--- config.mk ---
export PLATFORM = sky130hd
export DESIGN_NAME = tws_serial_unit
export DESIGN_NICKNAME = d
export VERILOG_FILES = /design/src/tws_pkg.sv /design/src/tws_serial_unit.sv
export SDC_FILE = /design/constraint.sdc
export NUM_CORES = 1
export LEC_CHECK = 0
export BUFFER_PORTS_ARGS = -buffer_cell sky130_fd_sc_hd__buf_2
export CORE_ASPECT_RATIO = 0.7
export CORE_UTILIZATION = 40
export DETAILED_ROUTE_END_ITERATION = 16
export GPL_ROUTABILITY_DRIVEN = 0
export PLACE_DENSITY = 0.67
export SYNTH_ARGS = -nofsm -noshare
export SYNTH_HDL_FRONTEND = slang
export SYNTH_SLANG_ARGS = --single-unit
--- constraint.sdc ---
create_clock -name CORE_CLK -period 3.04 [get_ports CORE_CLK]
set_input_delay 0.304 -clock CORE_CLK [delete_from_list [all_inputs] [get_ports CORE_CLK]]
set_output_delay 0.304 -clock CORE_CLK [all_outputs]
set_load 0.02 [all_outputs]
--- src/tws_pkg.sv ---
// constants and types for the two-wire serial shift unit
package tws_pkg;
    // byte addresses of the four registers
    localparam logic [3:0] OFF_DATA     = 4'h0;
    localparam logic [3:0] OFF_STAT     = 4'h4;
    localparam logic [3:0] OFF_CTRL     = 4'h8;
    localparam logic [3:0] OFF_PORT     = 4'hc;
    // serial_control_reg fields
    localparam int         CTRL_SIE     = 7;
    localparam int         CTRL_OIE     = 6;
    localparam int         CTRL_WM      = 4;
    localparam int         CTRL_CS      = 2;
    localparam int         CTRL_CLK     = 1;
    localparam int         CTRL_TC      = 0;
    // serial_status_counter fields
    localparam int         STAT_SIF     = 7;
    localparam int         STAT_OIF     = 6;
    localparam int         STAT_PF      = 5;
    localparam int         STAT_DC      = 4;
    // pin control register fields
    localparam int         PORT_SDA     = 0;
    localparam int         PORT_SCL     = 1;
    localparam int         PORT_SDA_DIR = 2;
    localparam int         PORT_SCL_DIR = 3;
    // reset values
    localparam logic [7:0] DATA_RST     = 8'h00;
    localparam logic [3:0] CNT_RST      = 4'h0;
    localparam logic [7:0] CTRL_RST     = 8'h00;
    localparam logic [3:0] PORT_RST     = 4'h3;
    localparam logic [3:0] CNT_MAX      = 4'hf;
    // sda delay ahead of the start detector
    localparam int         CLK_NS       = 20;
    localparam int         SDA_DLY_NS   = 50;
    localparam int         SDA_DLY_CYC  = (SDA_DLY_NS + CLK_NS - 1) / CLK_NS;
    localparam logic [1:0] RESP_OKAY    = 2'h0;
    localparam logic [1:0] RESP_SLVERR  = 2'h2;

    typedef enum logic [1:0] {
        TWS_WM_OFF,
        TWS_WM_THREE,
        TWS_WM_TWO,
        TWS_WM_TWO_ALT
    } tws_wm_e;

    typedef enum logic [1:0] {
        TWS_CS_SW,
        TWS_CS_TIMER,
        TWS_CS_EXT_POS,
        TWS_CS_EXT_NEG
    } tws_cs_e;

    typedef struct packed {
        logic    sie;
        logic    oie;
        tws_wm_e wm;
        tws_cs_e cs;
    } tws_ctrl_s;

    typedef struct packed {
        logic o;
        logic oe;
    } tws_pin_s;
endpackage

--- src/tws_serial_unit.sv ---
// two-wire serial shift unit with axi4-lite register slave
// How it works
// - two-wire start detector sets start flag
// - hold SCL low after start until flag cleared
// - slave shifts SDA in on SCL rise
// - overflow forces SCL low until flag cleared, two-wire only
// - start detector sees delayed SDA, two-wire only
// - start flag request drives WAKE_ANY, synchronous so the clock must run
// - external clock counts both edges
// - data writes win over a coincident shift
// - left shift clocked by selected source
// - shifting works even with outputs off
// - output latch follows bit 7 when open
// - non two-wire modes set start flag on count
// - start flag write-one-clear, gated interrupt request
// - overflow flag on 15 to 0 wrap
// - stop flag set on stop, no interrupt
// - collision when bit 7 differs from pin
// - counter readable, writable, counts selected clock
// - toggle strobe clocks when strobe mode set
// - counter wrap from F makes overflow interrupt
// - unaddressed slave released, waits for start
// - wire mode selects off, three-wire, two-wire
// - SDA pulled low when output bit zero
module tws_serial_unit (
    input  wire logic        CORE_CLK,
    input  wire logic        RST,
    input  wire logic        AWVALID,
    output logic             AWREADY,
    input  wire logic [31:0] AWADDR,
    input  wire logic        WVALID,
    output logic             WREADY,
    input  wire logic [31:0] WDATA,
    input  wire logic [3:0]  WSTRB,
    output logic             BVALID,
    input  wire logic        BREADY,
    output logic [1:0]       BRESP,
    input  wire logic        ARVALID,
    output logic             ARREADY,
    input  wire logic [31:0] ARADDR,
    output logic             RVALID,
    input  wire logic        RREADY,
    output logic [31:0]      RDATA,
    output logic [1:0]       RRESP,
    input  wire logic        SDA_I,
    output logic             SDA_O,
    output logic             SDA_OE,
    input  wire logic        SCL_I,
    output logic             SCL_O,
    output logic             SCL_OE,
    output logic             DO_O,
    output logic             DO_OE,
    input  wire logic        TIMER_MATCH,
    input  wire logic        GLOBAL_IE,
    output logic             START_IRQ,
    output logic             OVF_IRQ,
    output logic             WAKE_ANY,
    output logic             WAKE_IDLE
);
    function automatic logic reg_hit(input logic [31:0] a, input logic [3:0] off);
        reg_hit = (a[31:4] == 28'h0) && (a[3:2] == off[3:2]);
    endfunction

    function automatic logic reg_known(input logic [31:0] a);
        reg_known = (a[31:4] == 28'h0);
    endfunction

    // ---------------- axi4-lite slave ----------------
    logic             aw_full;
    logic             w_full;
    logic [31:0]      wa;
    logic [31:0]      wd;
    logic [3:0]       ws;
    logic             wr_go;

    assign AWREADY = !aw_full;
    assign WREADY  = !w_full;
    // one write at a time: both halves held until the response leaves
    assign wr_go   = aw_full && w_full && !BVALID;

    always_ff @(posedge CORE_CLK or posedge RST) begin
        if (RST) begin
            aw_full <= 1'b0;
            wa      <= 32'h0;
        end else if (AWVALID && !aw_full) begin
            aw_full <= 1'b1;
            wa      <= AWADDR;
        end else if (BVALID && BREADY) begin
            aw_full <= 1'b0;
        end
    end

    always_ff @(posedge CORE_CLK or posedge RST) begin
        if (RST) begin
            w_full <= 1'b0;
            wd     <= 32'h0;
            ws     <= 4'h0;
        end else if (WVALID && !w_full) begin
            w_full <= 1'b1;
            wd     <= WDATA;
            ws     <= WSTRB;
        end else if (BVALID && BREADY) begin
            w_full <= 1'b0;
        end
    end

    always_ff @(posedge CORE_CLK or posedge RST) begin
        if (RST) begin
            BVALID <= 1'b0;
            BRESP  <= tws_pkg::RESP_OKAY;
        end else if (wr_go) begin
            BVALID <= 1'b1;
            BRESP  <= reg_known(wa) ? tws_pkg::RESP_OKAY : tws_pkg::RESP_SLVERR;
        end else if (BREADY) begin
            BVALID <= 1'b0;
        end
    end

    // only byte lane 0 carries register bits
    logic             wr_data;
    logic             wr_stat;
    logic             wr_ctrl;
    logic             wr_port;
    logic [7:0]       wb;

    assign wb      = wd[7:0];
    assign wr_data = wr_go && ws[0] && reg_hit(wa, tws_pkg::OFF_DATA);
    assign wr_stat = wr_go && ws[0] && reg_hit(wa, tws_pkg::OFF_STAT);
    assign wr_ctrl = wr_go && ws[0] && reg_hit(wa, tws_pkg::OFF_CTRL);
    assign wr_port = wr_go && ws[0] && reg_hit(wa, tws_pkg::OFF_PORT);

    // ---------------- pin synchronisers ----------------
    logic [2:0]       sync [2];
    logic [1:0]       filt;
    logic [1:0]       filt_q;
    logic [1:0]       pin_in;

    assign pin_in = {SCL_I, SDA_I};

    generate
        for (genvar i = 0; i < 2; i++) begin : g_sync
            // a change counts only once the last two stages agree
            always_ff @(posedge CORE_CLK or posedge RST) begin
                if (RST) begin
                    sync[i]   <= 3'h7;
                    filt[i]   <= 1'b1;
                    filt_q[i] <= 1'b1;
                end else begin
                    sync[i]   <= {sync[i][1:0], pin_in[i]};
                    filt[i]   <= (sync[i][1] == sync[i][2]) ? sync[i][2] : filt[i];
                    filt_q[i] <= filt[i];
                end
            end
        end
    endgenerate

    logic             sda_f;
    logic             scl_f;
    logic             scl_rise;
    logic             scl_fall;

    assign sda_f    = filt[0];
    assign scl_f    = filt[1];
    assign scl_rise = scl_f && !filt_q[1];
    assign scl_fall = !scl_f && filt_q[1];

    // ---------------- control and pin registers ----------------
    tws_pkg::tws_ctrl_s ctrl;
    logic             strobe_mode;
    logic [3:0]       port;
    logic             two_wire;
    logic             sw_clk;
    logic             tc_clk;

    assign two_wire = ctrl.wm[1];
    assign sw_clk   = wr_ctrl && wb[tws_pkg::CTRL_CLK];
    assign tc_clk   = wr_ctrl && wb[tws_pkg::CTRL_TC];

    always_ff @(posedge CORE_CLK or posedge RST) begin
        if (RST) begin
            ctrl        <= tws_pkg::tws_ctrl_s'(tws_pkg::CTRL_RST[7:2]);
            strobe_mode <= 1'b0;
        end else if (wr_ctrl) begin
            ctrl        <= tws_pkg::tws_ctrl_s'(wb[7:2]);
            strobe_mode <= wb[tws_pkg::CTRL_CLK] && wb[tws_pkg::CTRL_CS + 1];
        end
    end

    // toggle strobe flips the scl port bit, as a master clocking by software
    always_ff @(posedge CORE_CLK or posedge RST) begin
        if (RST) begin
            port <= tws_pkg::PORT_RST;
        end else if (wr_port) begin
            port <= wb[3:0];
        end else if (tc_clk) begin
            port[tws_pkg::PORT_SCL] <= !port[tws_pkg::PORT_SCL];
        end
    end

    // ---------------- clock selection ----------------
    logic             shift_tick;
    logic             count_tick;
    logic             tc_shift;

    // the strobe shifts only on the port edge matching the selected polarity
    assign tc_shift = tc_clk && (port[tws_pkg::PORT_SCL] == ctrl.cs[0]);

    always_comb begin
        shift_tick = 1'b0;
        count_tick = 1'b0;
        case (ctrl.cs)
            tws_pkg::TWS_CS_SW: begin
                shift_tick = sw_clk;
                count_tick = sw_clk;
            end
            tws_pkg::TWS_CS_TIMER: begin
                shift_tick = TIMER_MATCH;
                count_tick = TIMER_MATCH;
            end
            tws_pkg::TWS_CS_EXT_POS: begin
                shift_tick = strobe_mode ? tc_shift : scl_rise;
                count_tick = strobe_mode ? tc_clk : (scl_rise || scl_fall);
            end
            tws_pkg::TWS_CS_EXT_NEG: begin
                shift_tick = strobe_mode ? tc_shift : scl_fall;
                count_tick = strobe_mode ? tc_clk : (scl_rise || scl_fall);
            end
            default: begin
                shift_tick = 1'b0;
                count_tick = 1'b0;
            end
        endcase
    end

    // ---------------- shift register and counter ----------------
    logic [7:0]       data;
    logic [3:0]       cnt;
    logic             wrap;

    // shifting ignores wire mode, so it runs with outputs off too
    always_ff @(posedge CORE_CLK or posedge RST) begin
        if (RST) begin
            data <= tws_pkg::DATA_RST;
        end else if (wr_data) begin
            data <= wb;
        end else if (shift_tick) begin
            data <= {data[6:0], sda_f};
        end
    end

    assign wrap = count_tick && (cnt == tws_pkg::CNT_MAX);

    always_ff @(posedge CORE_CLK or posedge RST) begin
        if (RST) begin
            cnt <= tws_pkg::CNT_RST;
        end else if (wr_stat) begin
            cnt <= wb[3:0];
        end else if (count_tick) begin
            cnt <= cnt + 4'h1;
        end
    end

    // ---------------- output latch ----------------
    logic             latch_open;
    logic             latch_q;
    logic             out_bit;

    // opens on the half cycle opposite the sampling edge
    assign latch_open = !ctrl.cs[1] || (ctrl.cs[0] ? scl_f : !scl_f);
    assign out_bit    = latch_open ? data[7] : latch_q;

    always_ff @(posedge CORE_CLK or posedge RST) begin
        if (RST) begin
            latch_q <= 1'b0;
        end else if (latch_open) begin
            latch_q <= data[7];
        end
    end

    // ---------------- start and stop detection ----------------
    logic [tws_pkg::SDA_DLY_CYC:0] sda_dly;
    logic             start_det;
    logic             stop_det;

    // delayed sda keeps scl sampling valid around the sda edge
    always_ff @(posedge CORE_CLK or posedge RST) begin
        if (RST) begin
            sda_dly <= '1;
        end else begin
            sda_dly <= {sda_dly[tws_pkg::SDA_DLY_CYC - 1:0], sda_f};
        end
    end

    assign start_det = two_wire && scl_f && sda_dly[tws_pkg::SDA_DLY_CYC]
                       && !sda_dly[tws_pkg::SDA_DLY_CYC - 1];
    assign stop_det  = two_wire && scl_f && !sda_dly[tws_pkg::SDA_DLY_CYC]
                       && sda_dly[tws_pkg::SDA_DLY_CYC - 1];

    // ---------------- status flags ----------------
    logic             sif;
    logic             oif;
    logic             pf;
    logic             hold_start;
    logic             hold_ovf;
    logic             sif_set;
    logic             clr_sif;
    logic             clr_oif;
    logic             clr_pf;

    assign clr_sif = wr_stat && wb[tws_pkg::STAT_SIF];
    assign clr_oif = wr_stat && wb[tws_pkg::STAT_OIF];
    assign clr_pf  = wr_stat && wb[tws_pkg::STAT_PF];
    assign sif_set = two_wire ? start_det : count_tick;

    // set wins over a write-one clear in the same cycle
    always_ff @(posedge CORE_CLK or posedge RST) begin
        if (RST) begin
            sif <= 1'b0;
        end else begin
            sif <= sif_set || (sif && !clr_sif);
        end
    end

    always_ff @(posedge CORE_CLK or posedge RST) begin
        if (RST) begin
            oif <= 1'b0;
        end else begin
            oif <= wrap || (oif && !clr_oif);
        end
    end

    always_ff @(posedge CORE_CLK or posedge RST) begin
        if (RST) begin
            pf <= 1'b0;
        end else begin
            pf <= stop_det || (pf && !clr_pf);
        end
    end

    // hold starts at the first scl fall after the start, ends with the flag
    always_ff @(posedge CORE_CLK or posedge RST) begin
        if (RST) begin
            hold_start <= 1'b0;
        end else begin
            hold_start <= two_wire && sif && (hold_start || scl_fall);
        end
    end

    // clearing the overflow flag releases scl, also for an unaddressed slave
    assign hold_ovf = two_wire && oif;

    // ---------------- pins ----------------
    tws_pkg::tws_pin_s sda_pin;
    tws_pkg::tws_pin_s scl_pin;
    tws_pkg::tws_pin_s do_pin;

    always_comb begin
        sda_pin = '0;
        scl_pin = '0;
        do_pin  = '0;
        case (ctrl.wm)
            tws_pkg::TWS_WM_THREE: begin
                do_pin.o  = out_bit;
                do_pin.oe = port[tws_pkg::PORT_SDA_DIR];
                scl_pin.o  = port[tws_pkg::PORT_SCL];
                scl_pin.oe = port[tws_pkg::PORT_SCL_DIR];
            end
            tws_pkg::TWS_WM_TWO, tws_pkg::TWS_WM_TWO_ALT: begin
                // open drain: only ever pulls low
                sda_pin.oe = port[tws_pkg::PORT_SDA_DIR]
                             && (!out_bit || !port[tws_pkg::PORT_SDA]);
                scl_pin.oe = port[tws_pkg::PORT_SCL_DIR]
                             && (!port[tws_pkg::PORT_SCL] || hold_start || hold_ovf);
            end
            default: begin
                sda_pin = '0;
                scl_pin = '0;
                do_pin  = '0;
            end
        endcase
    end

    assign SDA_O  = sda_pin.o;
    assign SDA_OE = sda_pin.oe;
    assign SCL_O  = scl_pin.o;
    assign SCL_OE = scl_pin.oe;
    assign DO_O   = do_pin.o;
    assign DO_OE  = do_pin.oe;

    // requests; wake follows the synchronised detector, so the clock must run
    assign START_IRQ = sif && ctrl.sie && GLOBAL_IE;
    assign OVF_IRQ   = oif && ctrl.oie && GLOBAL_IE;
    assign WAKE_ANY  = START_IRQ;
    assign WAKE_IDLE = OVF_IRQ;

    // ---------------- read side ----------------
    logic [7:0]       rd_val;
    logic             coll;

    assign coll = data[7] ^ sda_f;

    always_comb begin
        rd_val = 8'h00;
        case (ARADDR[3:2])
            tws_pkg::OFF_DATA[3:2]: rd_val = data;
            tws_pkg::OFF_STAT[3:2]: rd_val = {sif, oif, pf, coll, cnt};
            tws_pkg::OFF_CTRL[3:2]: rd_val = {ctrl, 2'h0};
            tws_pkg::OFF_PORT[3:2]: rd_val = {4'h0, port};
            default:                rd_val = 8'h00;
        endcase
    end

    assign ARREADY = !RVALID;

    always_ff @(posedge CORE_CLK or posedge RST) begin
        if (RST) begin
            RVALID <= 1'b0;
            RDATA  <= 32'h0;
            RRESP  <= tws_pkg::RESP_OKAY;
        end else if (ARVALID && !RVALID) begin
            RVALID <= 1'b1;
            RDATA  <= reg_known(ARADDR) ? {24'h0, rd_val} : 32'h0;
            RRESP  <= reg_known(ARADDR) ? tws_pkg::RESP_OKAY : tws_pkg::RESP_SLVERR;
        end else if (RREADY) begin
            RVALID <= 1'b0;
        end
    end
endmodule

==> run_results.csv <==
group,metric,value,unit
global_route,grt_overflow,0,
floorplan,design.die.area,0.0116,mm^2
global_route,antenna_found_initial,0,
placement,placed_cell_area,0.00503,mm^2
power_and_ir_drop,power.density,689,mW/mm^2
sta,finClkSkew,0.0118,ns
global_route,grt_start_max_net_pins,95,
synth,synth_ff_type,"dfrtp_1",
layout,layout_commonest_cell,"buf_2",
synth,yosysSeqAreaShare,0.531,
cts,path_clk_slew,0.07,ns
sta,hold_ws,0.0554,ns
synth,async_flop_share,1.00,
placement,portBuffers,103,
sta,grt_setup_unrepaired,"no",
synth,synth_top_area_share,0.443,
layout,fin_nets,581,
critical_path,rr_worst_depth,6,
route,wirelength,9380,um
route,drc_errors,0,
cts,max-clock-path-buffers,2,
route,drt_iter0_drc,169,
cts,numCtsBuffers,9,
sta,clock.fmax,407,MHz
critical_path,cp.arrival,2.69,ns
floorplan,num_rows,31,
placement,dp_hpwl,7020,um
route,drt_first_pass_iters,4,
route,ant_nets,0,
power_and_ir_drop,p_leak,2.56,nW
synth,synth_cell_types,49,
job,drv_cap,0,
sta,worst_pin_slew,0.823,ns
global_route,grt_use_total,0.177,
critical_path,end_kind,"flip-flop",
critical_path,crit_fanout,5,
critical_path,crit_type,"flip-flop to flip-flop",
cts,ctsRootBufferMaster,"clkbuf_16",
synth,synth_edf_count,0,
cts,hold_buffers,0,
global_route,grt_pass1_vias,3047,
floorplan,design.core.area,0.0106,mm^2
layout,utilization,0.503,
floorplan,die_x,128,um
route,vias,2986,
hold_path,hold_class,"input port to asynchronous set/reset pin",
sta,slew_headroom,0.451,
placement,post-place-ws,0.580,ns
power_and_ir_drop,peakVddDrop,0.453,mV
synth,ys_warn_count,0,
sta,min_period_over_period,0.808,
power_and_ir_drop,finalPower,3.67,mW
floorplan,fp.dieH,90.4,um
cts,cts_sinks,94,
route,viasPerCell,4.82,
layout,final_cells,620,
layout,drive_above_1_share,0.451,
layout,fin_area,0.00533,mm^2
layout,layout.cells.most_common_list,"buf_2 (103), dfrtp_1 (79), mux2_2 (56), nand2_1 (27), conb_1 (27)",
synth,syn_inst,367,
layout,num_antenna_cells,0,
floorplan,start_util,0.422,
critical_path,crit_path_start_kind,"flip-flop",
placement,dp_cells,604,
cts,tritoncts,"done",
sta,finalSetupTns,0,ns
cts,htree_levels,3,
global_route,grt_pass1_wl,15600,um
sta,setup_slack,0.583,ns
cts,clk_latency,0.35,ns
synth,ys_seq_elements,94,
critical_path,crit_required,3.28,ns
layout,area_growth,19.4,%
sta,finalCriticalPeriod,2.46,ns
cts,cts_resized,0,
route,route.detailed.wl_per_inst,15.1,um
cts,cts_setup_buffers,0,
sta,hold_viol_final,0,
sta,final_max_slew_viol_count,0,
synth,syn_area,0.00447,mm^2
synth,syn_avg_cell_area,12.2,um^2
outcome,status,"complete, no violations",
floorplan,ios,162,
synth,yosys-top-cells-area,"dfrtp_1 (44%), mux2_2 (14%), dfstp_2 (8.8%), buf_4 (4.9%), mux2_4 (2.7%)",
sta,setup_viol,0,
synth,yosys.area.top_type,"dfrtp_1",
==> flip-flops by register name (all words and copies together), names as in the netlist, 4 cells and up <==
signal   flops
RDATA        8
cnt          4
ctrl         6
data         8
port         4
sda_dly      4
sync         6
wa          30
wd           8
==> worst paths after layout <==
kind / from / endpoint / slack (ns)
worst min-delay path: RST / RDATA[2] / 0.06
max in group asynchronous: RST / sync[5] / 2.58
min in group CORE_CLK: SDA_I / sync[3] / 0.06
worst min register to register: sync[0] / sync[1] / 0.35
worst max register to register: wa[7] / data[1] / 0.58
worst max-delay path: wa[7] / data[1] / 0.58
==> power breakdown <==
| part | total, mW | internal, mW | switching, mW |
|---|---|---|---|
| logic | 0.693 | 0.377 | 0.316 |
| clock network | 1.14 | 0.683 | 0.457 |
| registers | 1.84 | 1.56 | 0.275 |
| total | 3.67 | 2.62 | 1.05 |
==> layer usage <==
layer | vias to the layer above | track usage | wire (um)
met3 | 10 | 0.0486 | 504
met5 | - | 0 | 0
li1 | 1440 | - | -
met1 | 1453 | 0.249 | 4590
met4 | 0 | 0.0735 | 146
met2 | 83 | 0.254 | 4140
==> logic make-up after synthesis <==
group           Yosys count  synth area share
compound gates           42            0.0574
simple gates             88             0.116
flops                    94             0.531
mux                      74             0.196
buf+inv                  57            0.0745
fa+ha+maj                 5            0.0129
xor+xnor                  6            0.0118
other cells               1          0.000840
==> synthesized netlist by cell type, types with 2 or more instances <==
library cell	number
mux2i_1	8
nor4_2	5
maj3_1	2
nor2_1	13
clkbuf_1	7
o21ai_0	17
and4b_1	2
xor2_1	4
ha_1	3
and3_1	3
dfrtp_1	79
a31oi_1	3
buf_1	5
dfstp_2	15
a21oi_1	9
buf_4	29
nand3_1	6
nand4_1	4
mux2_2	56
nor2b_1	4
and3b_1	3
nand2_1	27
xnor2_1	2
a21o_1	2
mux2_4	8
o21ai_1	3
inv_1	13
nand4b_1	2
buf_2	2
nor4_1	9
or4_1	2
nor3_1	2
mux4_2	2
==> critical path: stages (launching register included) <==
cell	delay, ns
dfrtp_1	0.37
nor4_1	0.53
nand3_1	0.22
nor2_4	0.18
and4b_1	0.39
mux2_2	0.38
mux2_4	0.26
==> area by class of cell <==
cell class	instances	area [um^2]
Multi-Input combinational cell	242	1860
Sequential cell	94	2370
Inverter	13	50.0
Tap cell	148	185
Fill cell	960	5260
Clock inverter	3	43.8
Timing Repair Buffer	107	558
Clock buffer	13	260
Note: power is estimated with default switching activity, not from simulation.
